==> config.mk <==
export PLATFORM = sky130hd
export DESIGN_NAME = ctr_telemetry_readback
export DESIGN_NICKNAME = d
export VERILOG_FILES = /design/src/hdl/ctr_pkg.sv /design/src/hdl/ctr_telemetry_readback.sv
export VERILOG_INCLUDE_DIRS = /design/src /design/src/hdl
export SDC_FILE = /design/constraint.sdc
export NUM_CORES = 1
export LEC_CHECK = 0
export BUFFER_PORTS_ARGS = -buffer_cell sky130_fd_sc_hd__buf_2
export CAP_MARGIN = 20
export CORE_ASPECT_RATIO = 0.7
export CORE_UTILIZATION = 54
export DETAILED_ROUTE_END_ITERATION = 12
export HOLD_SLACK_MARGIN = 0.08
export PLACE_DENSITY_LB_ADDON = 0.08
export SYNTH_ARGS = -nofsm -noshare
export SYNTH_HDL_FRONTEND = slang
export SYNTH_SLANG_ARGS = --single-unit
==> constraint.sdc <==
create_clock -name ref_clk -period 4.15 [get_ports ref_clk]
set_input_delay 0.415 -clock ref_clk [delete_from_list [all_inputs] [get_ports ref_clk]]
set_output_delay 0.415 -clock ref_clk [all_outputs]
set_load 0.03 [all_outputs]
==> src/hdl/ctr_map.svh <==
`ifndef CTR_MAP_SVH
`define CTR_MAP_SVH

// Register sub-addresses
`define CTR_ADDR_CELLS     8'h43
`define CTR_ADDR_ICODE     8'h44
`define CTR_ADDR_VCODE     8'h45
`define CTR_ADDR_LIMCODE   8'h46
`define CTR_ADDR_VBATFILT  8'h47
`define CTR_ADDR_ISAMPLE   8'h48
`define CTR_ADDR_VALID     8'h4a

// Field positions
`define CTR_CELLS_MSB      3
`define CTR_ICODE_MSB      4
`define CTR_VCODE_MSB      5
`define CTR_LIMCODE_MSB    5
`define CTR_VALID_BIT      0

// Reset values
`define CTR_RST_CODE5      5'h00
`define CTR_RST_CODE6      6'h00
`define CTR_RST_WORD       16'h0000

// Chemistry codes
`define CTR_CHEM_LI_LAST   4'h6
`define CTR_CHEM_PB_FIXED  4'h7
`define CTR_CHEM_PB_PROG   4'h8

// Timing
`define CTR_CLK_NS         4
`define CTR_RAMP_STEP_NS   10000
`define CTR_RAMP_STEP_CYC  ((`CTR_RAMP_STEP_NS + `CTR_CLK_NS - 1) / `CTR_CLK_NS)
`define CTR_FILT_SHIFT     3
`define CTR_WARMUP_SAMPLES 8

`endif

==> src/hdl/ctr_pkg.sv <==
package ctr_pkg;

  typedef enum logic [1:0] {
    LVL_LOW  = 2'h0,
    LVL_HIGH = 2'h1,
    LVL_OPEN = 2'h2
  } ctr_level_t;

  typedef struct packed {
    ctr_level_t pinC;
    ctr_level_t pinB;
    ctr_level_t pinA;
  } ctr_sel_pins_t;

  typedef enum logic [3:0] {
    RAMP_IDLE = 4'h1,
    RAMP_UP   = 4'h2,
    RAMP_HOLD = 4'h4,
    RAMP_DOWN = 4'h8
  } ctr_ramp_t;

  typedef struct packed {
    logic        rd;
    logic        wr;
    logic [7:0]  addr;
    logic [15:0] wdata;
  } ctr_reg_req_t;

endpackage

==> src/hdl/ctr_telemetry_readback.sv <==
`timescale 1ns/100ps
`include "ctr_map.svh"
// Summary of operation
// - Cell count at 0x43 decoded from three three-level pins; invalid patterns flagged.
// - Field 0x44 shows the charge-current code actually applied to the converter.
// - Applied charge-current code steps up at start and down at stop.
// - Charge-current target comes from chemistry, state, thermistor ratio and settings.
// - Sense servo voltage equals applied current code plus one, in millivolts.
// - Field 0x45 shows applied charge-voltage code built from settings and offsets.
// - Field 0x46 shows input-limit code, following the programmed limit setting.
// - Register 0x47 holds filtered two's complement battery-voltage result.
// - Register 0x48 holds battery current sample used in latest resistance calculation.
// - Bit 0 at 0x4A reads one only when telemetry outputs are valid.
module ctr_telemetry_readback
  import ctr_pkg::*;
#(
  parameter int RAMP_STEP_CYC = `CTR_RAMP_STEP_CYC,
  parameter int FILT_SHIFT    = `CTR_FILT_SHIFT,
  parameter int WARMUP        = `CTR_WARMUP_SAMPLES
) (
  // Clock and reset
  input  wire logic          ref_clk,
  input  wire logic          rstn,
  // Configuration pins
  input  wire ctr_sel_pins_t cellSelPins,
  input  wire logic [3:0]    chemCode,
  // Charger state
  input  wire logic          chargeEnable,
  input  wire logic          absorbPhase,
  input  wire logic          equalizePhase,
  // Programmed settings
  input  wire logic [4:0]    programmedChargeCurrent,
  input  wire logic [4:0]    regionChargeCurrent,
  input  wire logic [5:0]    programmedChargeVoltage,
  input  wire logic [5:0]    regionChargeVoltage,
  input  wire logic [5:0]    absorbVoltageOffset,
  input  wire logic [5:0]    equalizeVoltageOffset,
  input  wire logic          regionEnable,
  input  wire logic [15:0]   regionThresholdHot,
  input  wire logic [15:0]   regionThresholdCold,
  input  wire logic          tempCompEnable,
  input  wire logic [5:0]    tempCompOffset,
  input  wire logic [5:0]    programmedInputLimit,
  // Measurements
  input  wire logic          measEnable,
  input  wire logic          measStrobe,
  input  wire logic [15:0]   thermistorRatio,
  input  wire logic [15:0]   batteryVoltageSample,
  input  wire logic [15:0]   batteryCurrentSample,
  input  wire logic          resistanceCalcDone,
  // Serial port register access
  input  wire ctr_reg_req_t  regReq,
  output logic [15:0]        regRdata,
  output logic               regRvalid,
  // Reference converter codes and cell-count error flag
  output logic [4:0]         appliedChargeCurrentCode,
  output logic [5:0]         senseServoMv,
  output logic [5:0]         appliedChargeVoltageCode,
  output logic [5:0]         appliedInputLimitCode,
  output logic               cellCountError
);

  localparam int CNT_W = $clog2(RAMP_STEP_CYC + 1);
  localparam int WU_W  = $clog2(WARMUP + 1);

  // Three-level pin pattern to cell count; bit 4 marks an invalid pattern
  function automatic logic [4:0] decodeCells(ctr_sel_pins_t p, logic leadAcid);
    logic [4:0] r;
    r = 5'h10;
    unique case ({p.pinC, p.pinB, p.pinA})
      {LVL_LOW,  LVL_LOW,  LVL_HIGH}: r = 5'h01;
      {LVL_LOW,  LVL_HIGH, LVL_LOW }: r = 5'h02;
      {LVL_LOW,  LVL_HIGH, LVL_HIGH}: r = 5'h03;
      {LVL_LOW,  LVL_LOW,  LVL_OPEN}: r = 5'h04;
      {LVL_LOW,  LVL_OPEN, LVL_LOW }: r = 5'h05;
      {LVL_LOW,  LVL_HIGH, LVL_OPEN}: r = 5'h06;
      {LVL_LOW,  LVL_OPEN, LVL_HIGH}: r = 5'h07;
      {LVL_LOW,  LVL_OPEN, LVL_OPEN}: r = 5'h08;
      {LVL_HIGH, LVL_LOW,  LVL_LOW }: r = 5'h09;
      {LVL_HIGH, LVL_HIGH, LVL_HIGH}: r = leadAcid ? 5'h0c : 5'h10;
      default:                        r = 5'h10;
    endcase
    return r;
  endfunction

  // Registers
  logic [3:0]         cells_r,     cells_nxt;
  logic               cellErr_r,   cellErr_nxt;
  logic [4:0]         iCode_r,     iCode_nxt;
  logic [5:0]         servo_r,     servo_nxt;
  logic [5:0]         vCode_r,     vCode_nxt;
  logic [5:0]         limCode_r,   limCode_nxt;
  logic [15:0]        vFilt_r,     vFilt_nxt;
  logic [15:0]        iSample_r,   iSample_nxt;
  logic               valid_r,     valid_nxt;
  logic [WU_W-1:0]    warm_r,      warm_nxt;
  logic [CNT_W-1:0]   div_r,       div_nxt;
  ctr_ramp_t          ramp_r,      ramp_nxt;
  logic [15:0]        rdata_r,     rdata_nxt;
  logic               rvalid_r,    rvalid_nxt;

  logic               leadAcid;
  logic               outOfRegion;
  logic               stepTick;
  logic [4:0]         iTarget;
  logic signed [16:0] filtDiff;

  assign leadAcid = (chemCode == `CTR_CHEM_PB_FIXED) || (chemCode == `CTR_CHEM_PB_PROG);
  // Lower ratio means hotter thermistor
  assign outOfRegion = regionEnable && !leadAcid &&
                       ((thermistorRatio < regionThresholdHot) ||
                        (thermistorRatio > regionThresholdCold));
  assign stepTick = (div_r == CNT_W'(RAMP_STEP_CYC - 1));
  assign filtDiff = $signed({batteryVoltageSample[15], batteryVoltageSample}) -
                    $signed({vFilt_r[15], vFilt_r});

  // Target current from chemistry, state and thermistor region
  always_comb begin
    iTarget = 5'h00;
    if (chargeEnable && !cellErr_r) begin
      iTarget = programmedChargeCurrent;
      if (outOfRegion && (regionChargeCurrent < programmedChargeCurrent)) begin
        iTarget = regionChargeCurrent;
      end
    end
  end

  // Cell decode and soft ramp
  always_comb begin
    logic [4:0] dec;
    dec       = decodeCells(cellSelPins, leadAcid);
    cells_nxt   = dec[3:0];
    cellErr_nxt = dec[4];
    div_nxt     = stepTick ? '0 : div_r + CNT_W'(1);
    iCode_nxt   = iCode_r;
    ramp_nxt    = ramp_r;
    unique case (ramp_r)
      RAMP_IDLE: begin
        if (iTarget != iCode_r) begin
          ramp_nxt = (iTarget > iCode_r) ? RAMP_UP : RAMP_DOWN;
        end
      end
      RAMP_UP: begin
        if (iTarget < iCode_r) begin
          ramp_nxt = RAMP_DOWN;
        end else if (iTarget == iCode_r) begin
          ramp_nxt = RAMP_HOLD;
        end else if (stepTick) begin
          iCode_nxt = iCode_r + 5'h01;
        end
      end
      RAMP_HOLD: begin
        if (iTarget > iCode_r) begin
          ramp_nxt = RAMP_UP;
        end else if (iTarget < iCode_r) begin
          ramp_nxt = RAMP_DOWN;
        end
      end
      RAMP_DOWN: begin
        if (iTarget > iCode_r) begin
          ramp_nxt = RAMP_UP;
        end else if (iTarget == iCode_r) begin
          ramp_nxt = (iCode_r == 5'h00) ? RAMP_IDLE : RAMP_HOLD;
        end else if (stepTick) begin
          iCode_nxt = iCode_r - 5'h01;
        end
      end
    endcase
    servo_nxt = {1'b0, iCode_nxt} + 6'h01;
  end

  // Voltage and input-limit codes
  always_comb begin
    logic signed [8:0] sum;
    sum = $signed({3'b000, programmedChargeVoltage});
    if (absorbPhase) begin
      sum = sum + $signed({3'b000, absorbVoltageOffset});
    end
    if (equalizePhase && leadAcid) begin
      sum = sum + $signed({3'b000, equalizeVoltageOffset});
    end
    if (tempCompEnable && leadAcid) begin
      sum = sum + $signed({{3{tempCompOffset[5]}}, tempCompOffset});
    end
    if (outOfRegion) begin
      sum = $signed({3'b000, regionChargeVoltage});
    end
    if (sum < 0) begin
      vCode_nxt = 6'h00;
    end else if (sum > 9'sd63) begin
      vCode_nxt = 6'h3f;
    end else begin
      vCode_nxt = sum[5:0];
    end
    limCode_nxt = programmedInputLimit;
  end

  // Measurement filter, resistance sample and valid flag
  always_comb begin
    logic signed [16:0] step;
    step        = filtDiff >>> FILT_SHIFT;
    vFilt_nxt   = vFilt_r;
    iSample_nxt = iSample_r;
    warm_nxt    = warm_r;
    if (!measEnable) begin
      warm_nxt = '0;
    end else if (measStrobe) begin
      if (warm_r == '0) begin
        vFilt_nxt = batteryVoltageSample;
      end else begin
        vFilt_nxt = vFilt_r + step[15:0];
      end
      if (warm_r != WU_W'(WARMUP)) begin
        warm_nxt = warm_r + WU_W'(1);
      end
    end
    if (resistanceCalcDone) begin
      iSample_nxt = batteryCurrentSample;
    end
    valid_nxt = measEnable && (warm_nxt == WU_W'(WARMUP));
  end

  // Read port; writes never reach any register
  always_comb begin
    rdata_nxt  = rdata_r;
    rvalid_nxt = regReq.rd;
    if (regReq.rd) begin
      unique case (regReq.addr)
        `CTR_ADDR_CELLS:    rdata_nxt = {12'h000, cells_r};
        `CTR_ADDR_ICODE:    rdata_nxt = {11'h000, iCode_r};
        `CTR_ADDR_VCODE:    rdata_nxt = {10'h000, vCode_r};
        `CTR_ADDR_LIMCODE:  rdata_nxt = {10'h000, limCode_r};
        `CTR_ADDR_VBATFILT: rdata_nxt = vFilt_r;
        `CTR_ADDR_ISAMPLE:  rdata_nxt = iSample_r;
        `CTR_ADDR_VALID:    rdata_nxt = {15'h0000, valid_r};
        default:            rdata_nxt = `CTR_RST_WORD;
      endcase
    end
  end

  always_ff @(posedge ref_clk or negedge rstn) begin
    if (!rstn) begin
      cells_r   <= 4'h0;
      cellErr_r <= 1'b0;
      iCode_r   <= `CTR_RST_CODE5;
      servo_r   <= 6'h01;
      div_r     <= '0;
      ramp_r    <= RAMP_IDLE;
    end else begin
      cells_r   <= cells_nxt;
      cellErr_r <= cellErr_nxt;
      iCode_r   <= iCode_nxt;
      servo_r   <= servo_nxt;
      div_r     <= div_nxt;
      ramp_r    <= ramp_nxt;
    end
  end

  always_ff @(posedge ref_clk or negedge rstn) begin
    if (!rstn) begin
      vCode_r   <= `CTR_RST_CODE6;
      limCode_r <= `CTR_RST_CODE6;
    end else begin
      vCode_r   <= vCode_nxt;
      limCode_r <= limCode_nxt;
    end
  end

  always_ff @(posedge ref_clk or negedge rstn) begin
    if (!rstn) begin
      vFilt_r   <= `CTR_RST_WORD;
      iSample_r <= `CTR_RST_WORD;
      valid_r   <= 1'b0;
      warm_r    <= '0;
    end else begin
      vFilt_r   <= vFilt_nxt;
      iSample_r <= iSample_nxt;
      valid_r   <= valid_nxt;
      warm_r    <= warm_nxt;
    end
  end

  // Answer lands one cycle after the read request
  always_ff @(posedge ref_clk or negedge rstn) begin
    if (!rstn) begin
      rdata_r   <= `CTR_RST_WORD;
      rvalid_r  <= 1'b0;
    end else begin
      rdata_r   <= rdata_nxt;
      rvalid_r  <= rvalid_nxt;
    end
  end

  assign regRdata                 = rdata_r;
  assign regRvalid                = rvalid_r;
  assign appliedChargeCurrentCode = iCode_r;
  assign senseServoMv             = servo_r;
  assign appliedChargeVoltageCode = vCode_r;
  assign appliedInputLimitCode    = limCode_r;
  assign cellCountError           = cellErr_r;

endmodule // ctr_telemetry_readback

# Word-level counts from Yosys, hierarchy flattened
# Index checks and enable logic that the tools add are counted.
[op_classes]
addsub = 10
multipliers = 0
div = 0
n_lt_le_gt_ge = 7
n_eq_ne = 32
n_shift = 0
n_mux = 33
bitwise = 0
reduce_logical = 15
[op_table]
columns = ["cell", "count"]
rows = [
  ["16-bit one-hot mux with 7 select lines", 1],
  ["8-bit by 7-bit equality test with 1-bit output (second input constant)", 7],
  ["5-bit one-hot mux with 10 select lines", 1],
  ["5-bit 2-to-1 mux", 9],
  ["4-bit 2-to-1 mux", 11],
  ["9-bit 2-to-1 mux", 3],
  ["6-bit by 3-bit equality test with 1-bit output (second input constant)", 3],
  ["6-bit by 4-bit equality test with 1-bit output (second input constant)", 3],
  ["16-bit by 16-bit subtractor with 17-bit output", 1],
  ["16-bit adder", 1],
  ["16-bit greater-than comparator", 1],
  ["16-bit < comparator", 1],
  ["16-bit 2-to-1 mux", 1],
  ["4-bit one-hot mux with 4 select lines", 1],
  ["12-bit by 1-bit adder with 12-bit output (second input constant)", 1],
  ["12-bit equality test (second input constant)", 1],
  ["4-bit equality test (second input constant)", 3],
  ["6-bit by 5-bit equality test with 1-bit output (second input constant)", 2],
  ["12-bit 2-to-1 mux", 1],
  ["6-bit 2-to-1 mux", 2],
  ["5-bit < comparator", 2],
  ["5-bit one-hot mux with 2 select lines", 1],
  ["9-bit by 6-bit adder with 9-bit output", 1],
  ["9-bit by 7-bit adder with 9-bit output", 1],
  ["other kinds (27)", 38],
]
[totals]
ff_bits = 98
latchBits = 0
ram_bits = 0
rom_bits = 0
in_bits = 172
output_inout_bits = 41
wordCells = 111
memories = 0

# Logic depth before layout (Yosys ltp)
[logic_depth]
word_depth = 13
ltp_mapped = 23
mapped_depth_nobuf = 21

# Least setup slack after synthesis
# No wires, ideal clock.
[synth_path]
kind = "input-to-reg"
startpoint = "input port regionThresholdCold[13]"
endpoint = "register servo_r[4] (netlist: senseServoMv[4])"
setup_time_ns = 0.080
t_arrival_ns = 4.311
t_required_ns = 4.070
slack_ns = -0.241
path_stages = 22
path_buffers = 2
cell_sequence = "inv_1 ha_1 a21o_1 a21o_1 a221oi_1 o221ai_1 a2bb2oi_2 clkbuf_1 o211ai_1 o31ai_1 ha_1 nor2b_1 o21a_2 or4b_1 buf_6 a21oi_1 o32ai_1 a21oi_2 ha_1 nand2_1 nor2_1 xnor2_1"
[synth_via]
elab_chain_cells = 11
elab_cells_between_ends = 15
cone_classes = "1 x add/sub; 3 x order compare; 1 x eq/ne; 7 x mux; 3 x reduce/logical"
[synth_rtl]
columns = ["item", "line", "rtl"]
rows = [
  ["start: declaration", "ctr_telemetry_readback.sv:40", "input wire logic [15:0] regionThresholdCold,"],
  ["16-bit greater-than comparator *", "ctr_telemetry_readback.sv:112", "(thermistorRatio > regionThresholdCold));"],
  ["1-bit logical OR *", "ctr_telemetry_readback.sv:111", "((thermistorRatio < regionThresholdHot) ||"],
  ["1-bit logical AND *", "ctr_telemetry_readback.sv:110", "assign outOfRegion = regionEnable && !leadAcid &&"],
  ["1-bit logical AND *", "ctr_telemetry_readback.sv:122", "if (outOfRegion && (regionChargeCurrent < programmedChargeCurrent)) begin"],
  ["5-bit 2-to-1 mux *", "ctr_telemetry_readback.sv:122", ""],
  ["5-bit 2-to-1 mux *", "ctr_telemetry_readback.sv:120", "if (chargeEnable && !cellErr_r) begin"],
  ["parallel branches: the longest is 3 deep, another holds 5-bit greater-than comparator", "n/a", ""],
  ["5-bit one-hot mux with 2 select lines *", "ctr_telemetry_readback.sv:137", "unique case (ramp_r)"],
  ["named net iCode_nxt[1]", "ctr_telemetry_readback.sv:89", "logic [4:0] iCode_r, iCode_nxt;"],
  ["5-bit by 1-bit adder with 6-bit output *", "ctr_telemetry_readback.sv:169", "servo_nxt = {1'b0, iCode_nxt} + 6'h01;"],
  ["named net servo_nxt[4]", "ctr_telemetry_readback.sv:90", "logic [5:0] servo_r, servo_nxt;"],
  ["end signal: assignment", "ctr_telemetry_readback.sv:253", "servo_r <= servo_nxt;"],
  ["end: declaration", "ctr_telemetry_readback.sv:90", ""],
]
# Mark *: on every way through the listed nets, which the timed path passes.
# A chain may end at the register's enable or synchronous reset.

# Worst setup path after layout
[layout_path]
startpoint = "input port thermistorRatio[6]"
endpoint = "register servo_r[4] (netlist: senseServoMv[4])"
[layout_via]
elab_chain_cells = 11
elab_cells_between_ends = 16
cone_classes = "1 x add/sub; 4 x order compare; 1 x eq/ne; 7 x mux; 3 x reduce/logical"
[layout_rtl]
columns = ["item", "line", "rtl"]
rows = [
  ["start: declaration", "ctr_telemetry_readback.sv:47", "input wire logic [15:0] thermistorRatio,"],
  ["16-bit < comparator / 16-bit greater-than comparator (equally long branches)", "ctr_telemetry_readback.sv:111, ctr_telemetry_readback.sv:112", ""],
  ["1-bit logical OR *", "ctr_telemetry_readback.sv:111", ""],
  ["1-bit logical AND *", "ctr_telemetry_readback.sv:110", ""],
  ["1-bit logical AND *", "ctr_telemetry_readback.sv:122", ""],
  ["5-bit 2-to-1 mux *", "ctr_telemetry_readback.sv:122", ""],
  ["5-bit 2-to-1 mux *", "ctr_telemetry_readback.sv:120", ""],
  ["parallel branches: the longest is 3 deep, another holds 5-bit greater-than comparator", "n/a", ""],
  ["5-bit one-hot mux with 2 select lines *", "ctr_telemetry_readback.sv:137", ""],
  ["named net iCode_nxt[1]", "ctr_telemetry_readback.sv:89", ""],
  ["5-bit by 1-bit adder with 6-bit output *", "ctr_telemetry_readback.sv:169", ""],
  ["named net servo_nxt[4]", "ctr_telemetry_readback.sv:90", ""],
]
# Marks and branches as above.

==> results by group <==
Pwr
  – Combinational share of power: 59.1%
  – Psw: 2150 µW
  – Net Sw Frac: roughly 43%
  – Static Leak: a little over 0.005 µW
  – Peak supply drop: 0.000347 V
  – Clock group share of total power: between 10% and 20%
  – P_int: 2850 µW
  – Reg power frac: 24.4%
  – P per Cell Area: slightly below 500 mW/mm²

GRT
  – Vias in the first global route: just under 7000
  – Grt total ovfl: 0
  – Largest net degree at the start of global routing: 66
  – Gr usage total: around 28%
  – Initial antenna violation count: 2
  – First-pass GRT wire length: around 34000 µm

Synthesis
  – Post-synth top area cell: dfrtp_1
  – Synth Instances: between 900 and 1000
  – Synth Cell Area: about 0.008 mm²
  – Synth area leaders: dfrtp_1 (30%), ha_1 (15%), inv_1 (4.6%)
  – Area share of the leading cell type in the synthesized netlist: roughly 30%
  – Number of flops mapped to enable cells by yosys: 0
  – Yosys cell types: between 70 and 80
  – Post-synthesis area per instance: 8.86 µm²
  – Synthesized net count: roughly 1200
  – Most common flop cell mapped by yosys: dfrtp_1
  – Register area share after synthesis: between 30% and 40%
  – Flops & latches, synth: between 90 and 100
  – YS warnings: 0
  – Asr flop ratio synth: 100%

Layout
  – Final Instance Area: around 0.010 mm²
  – Most common cell after layout, fill and taps aside: buf_2
  – Commonest cells after routing, fill and taps aside: buf_2 (194), dfrtp_1 (96), inv_1 (95), ha_1 (88)
  – Area grow syn2layout: 29.1%
  – # diodes: 0
  – Fraction of layout cells with a size suffix above 1: between 30% and 40%
  – Fin nets: around 1400
  – Fill cell count: 1115

Timing
  – Worst Clk Skew: about 0.011 ns
  – Worst slew pin tran: between 0.9 and 1 ns
  – Slew margin rel.: roughly 39%
  – Post-layout minimum cycle time: 4.06 ns
  – Fmax: ~250 MHz
  – Worst setup margin: just over 0.09 ns
  – Final hold slack: ~0.16 ns
  – Period Utilization, post-route: 97.8%
  – Max-slew violations: 0
  – Setup-failing EPs final: 0
  – Fin. Hold Viols: 0

Worst setup path
  – R2R cell count: 18
  – Crit path max-delay cell type: or4b_4
  – Critical-path cell list: buf_2 > ha_4 > o211a_1 > o21ai_0 > a211oi_1 > a211o_1 > a2bb2oi_4 > o211ai_1 > o31ai_2 > ha_1 > nor2b_1 > o21a_2 > or4b_4 > a21oi_2 > o32ai_2 > a21oi_2 > ha_2 > nand2_1 > nor2_2 > xnor2_1
  – Worst Setup Start Kind: primary input
  – Worst Path Required: roughly 4.4 ns
  – Arrival @ worst endpoint: between 4 and 5 ns
  – Worst path max stage delay: around 0.56 ns
  – Worst setup path class: in2reg
  – Crit. End Element: flip-flop
  – Worst-path maximum fanout: 5
  – Most used cell, CP: a21oi_2

Detailed routing
  – DR iter-0 viols: 370
  – DR vias/cell: around 5.6
  – WL final: 21400 µm
  – Drt wl/cell: 15.9 µm
  – Antenna-violating nets left: 0
  – Drc violations: 0
  – Vias: roughly 7500
  – Detailed Routing Iterations Pass 1: 5

Worst hold path
  – Hold crit path type: in2async

Clock tree
  – Clk root buf: clkbuf_16
  – Clk slew on worst S/H paths: around 0.070 ns
  – Sink Count: 98
  – Clock tree buffer depth: 2
  – CTS Hold Buffers Added: 0
  – H-tree Lvls: 3
  – CTS buffer count: 9
  – Clk Latency, worst-skew pair: 0.36 ns
  – TritonCTS clock tree: yes

Placed design
  – Setup Slack @ Placement: -0.351 ns
  – Port Buffer Count: about 200
  – DP Area: 0.00968 mm²
  – Routability cong.: ~0.9
  – Post-DP HPWL: roughly 17000 µm

Floorplan
  – Core area: 0.0142 mm²
  – Die height: roughly 100 µm
  – Die Wd: roughly 150 µm
  – Io pins: about 210
  – Initial Util: 56.5%
  – DIE AREA: between 0.015 and 0.02 mm²
  – # rows: 36

Run
  – Max cap viols: 0

Outcome
  – Status: completed
-- cell usage after synthesis, types with 3 or more instances --
cell and count:
ha_1 99, inv_1 98, dfrtp_1 96, nor2_1 71, nand2_1 67, a21oi_1 59
xnor2_1 28, mux2_2 24, o21ai_0 24, clkbuf_1 21, o21ai_1 21, xor2_1 21
nor2b_1 20, o22ai_1 19, nand3_1 18, a21o_1 17, nor3_1 15, a211oi_1 14
a22oi_1 14, mux2i_1 12, nand2b_1 10, o31ai_1 10, o211ai_1 8, nand4_1 7
o21a_1 7, a221oi_1 6, and2_1 6, and3_1 6, nor4_1 6, a211o_1 4
fa_1 4, nor3b_1 4, or3_1 4, a221o_1 3, nand3b_1 3, o22a_1 3
o32ai_1 3, o41ai_1 3, or4b_1 3, xnor2_2 3
-- cell type report --
type                            instances  area, µm²  share of cell area [%]
Clock inverter                          6       62.6                   0.605
Tap cell                              190        238                    2.30
Multi-Input combinational cell        683       5480                    53.0
Inverter                               99        378                    3.65
Sequential cell                        98       2450                    23.7
Clock buffer                           10        229                    2.21
Timing Repair Buffer                  262       1500                    14.5
-- final timing paths --
| path | from | end | slack (ns) |
|---|---|---|---|
| max in group asynchronous | rstn | cells_r[0] | 3.01 |
| max reg2reg | vFilt_r[2] | vFilt_r[15] | 0.22 |
| min in group ref_clk | programmedInputLimit[3] | appliedInputLimitCode[3] | 0.16 |
| min reg2reg | div_r[0] | div_r[0] | 0.51 |
| min | rstn | vFilt_r[15] | 0.16 |
| max | thermistorRatio[6] | senseServoMv[4] | 0.09 |
-- registers in the layout, summed over array words and instances (netlist names) --
register                  cells
iSample_r                    16
regRdata                     16
vFilt_r                      16
div_r                        12
appliedChargeVoltageCode      6
appliedInputLimitCode         6
senseServoMv                  6
appliedChargeCurrentCode      5
cells_r                       4
ramp_r                        4
warm_r                        4
cellCountError                1
regRvalid                     1
valid_r                       1
-- power by group through the flow --
stage	logic, µW	registers [µW]	clock network (µW)
3_5_place_dp	2800	1230	0
3_3_place_gp	2750	1230	0
6_report	2950	1220	824
5_1_grt	3310	1230	871
2_1_floorplan	2130	1190	0
4_1_cts	2830	1220	836
-- cell families after synthesis --
kind of cell,after synthesis,synth area share (%)
xor gates and xnor gates,52,5.96
AOI/OAI and AO/OA,234,19.5
and+or+nand+nor,254,15.9
muxes,39,5.57
buffers and inverters,125,5.99
adders and majority gates,103,16.5
DFF,98,30.6
-- worst max-delay path, delay by kind of cell --
| family | cells | cell delay [ns] |
|---|---|---|
| XOR/XNOR | 1 | 0.14 |
| AND/OR/NAND/NOR | 4 | 0.87 |
| AO/OA/AOI/OAI | 11 | 2.05 |
| buffers and inverters | 1 | 0.12 |
| adder cells (fa/ha/maj) | 3 | 0.73 |
-- through the flow --
step	utilization (%)	TNS, ns	cells	total power (µW)
5_1_grt	72.9	-0.416	1348	5410
2_1_floorplan	-	-0.0893	905	3320
4_1_cts	70.3	0	1341	4880
3_3_place_gp	68.2	-2.36	1325	3980
3_5_place_dp	68.2	-3.58	1325	4030
6_report	72.9	0	1348	5000
-- timing repair --
item                       4_1_cts  5_1_grt
buffers inserted                 0        6
hold endpoints to repair         0        0
gates resized for setup          0       56
setup endpoints to repair        0       16
-- routing by layer --
metal  part of all wire [%]  track usage [%]  vias to the layer above
met2                     43             41.0                      281
li1                       -                -                     3726
met3                    7.2             5.22                       25
met4                    1.4             7.07                        4
met1                     48             41.2                     3478
met5                   0.14                0                        -
(Power assumes the default switching activity.)
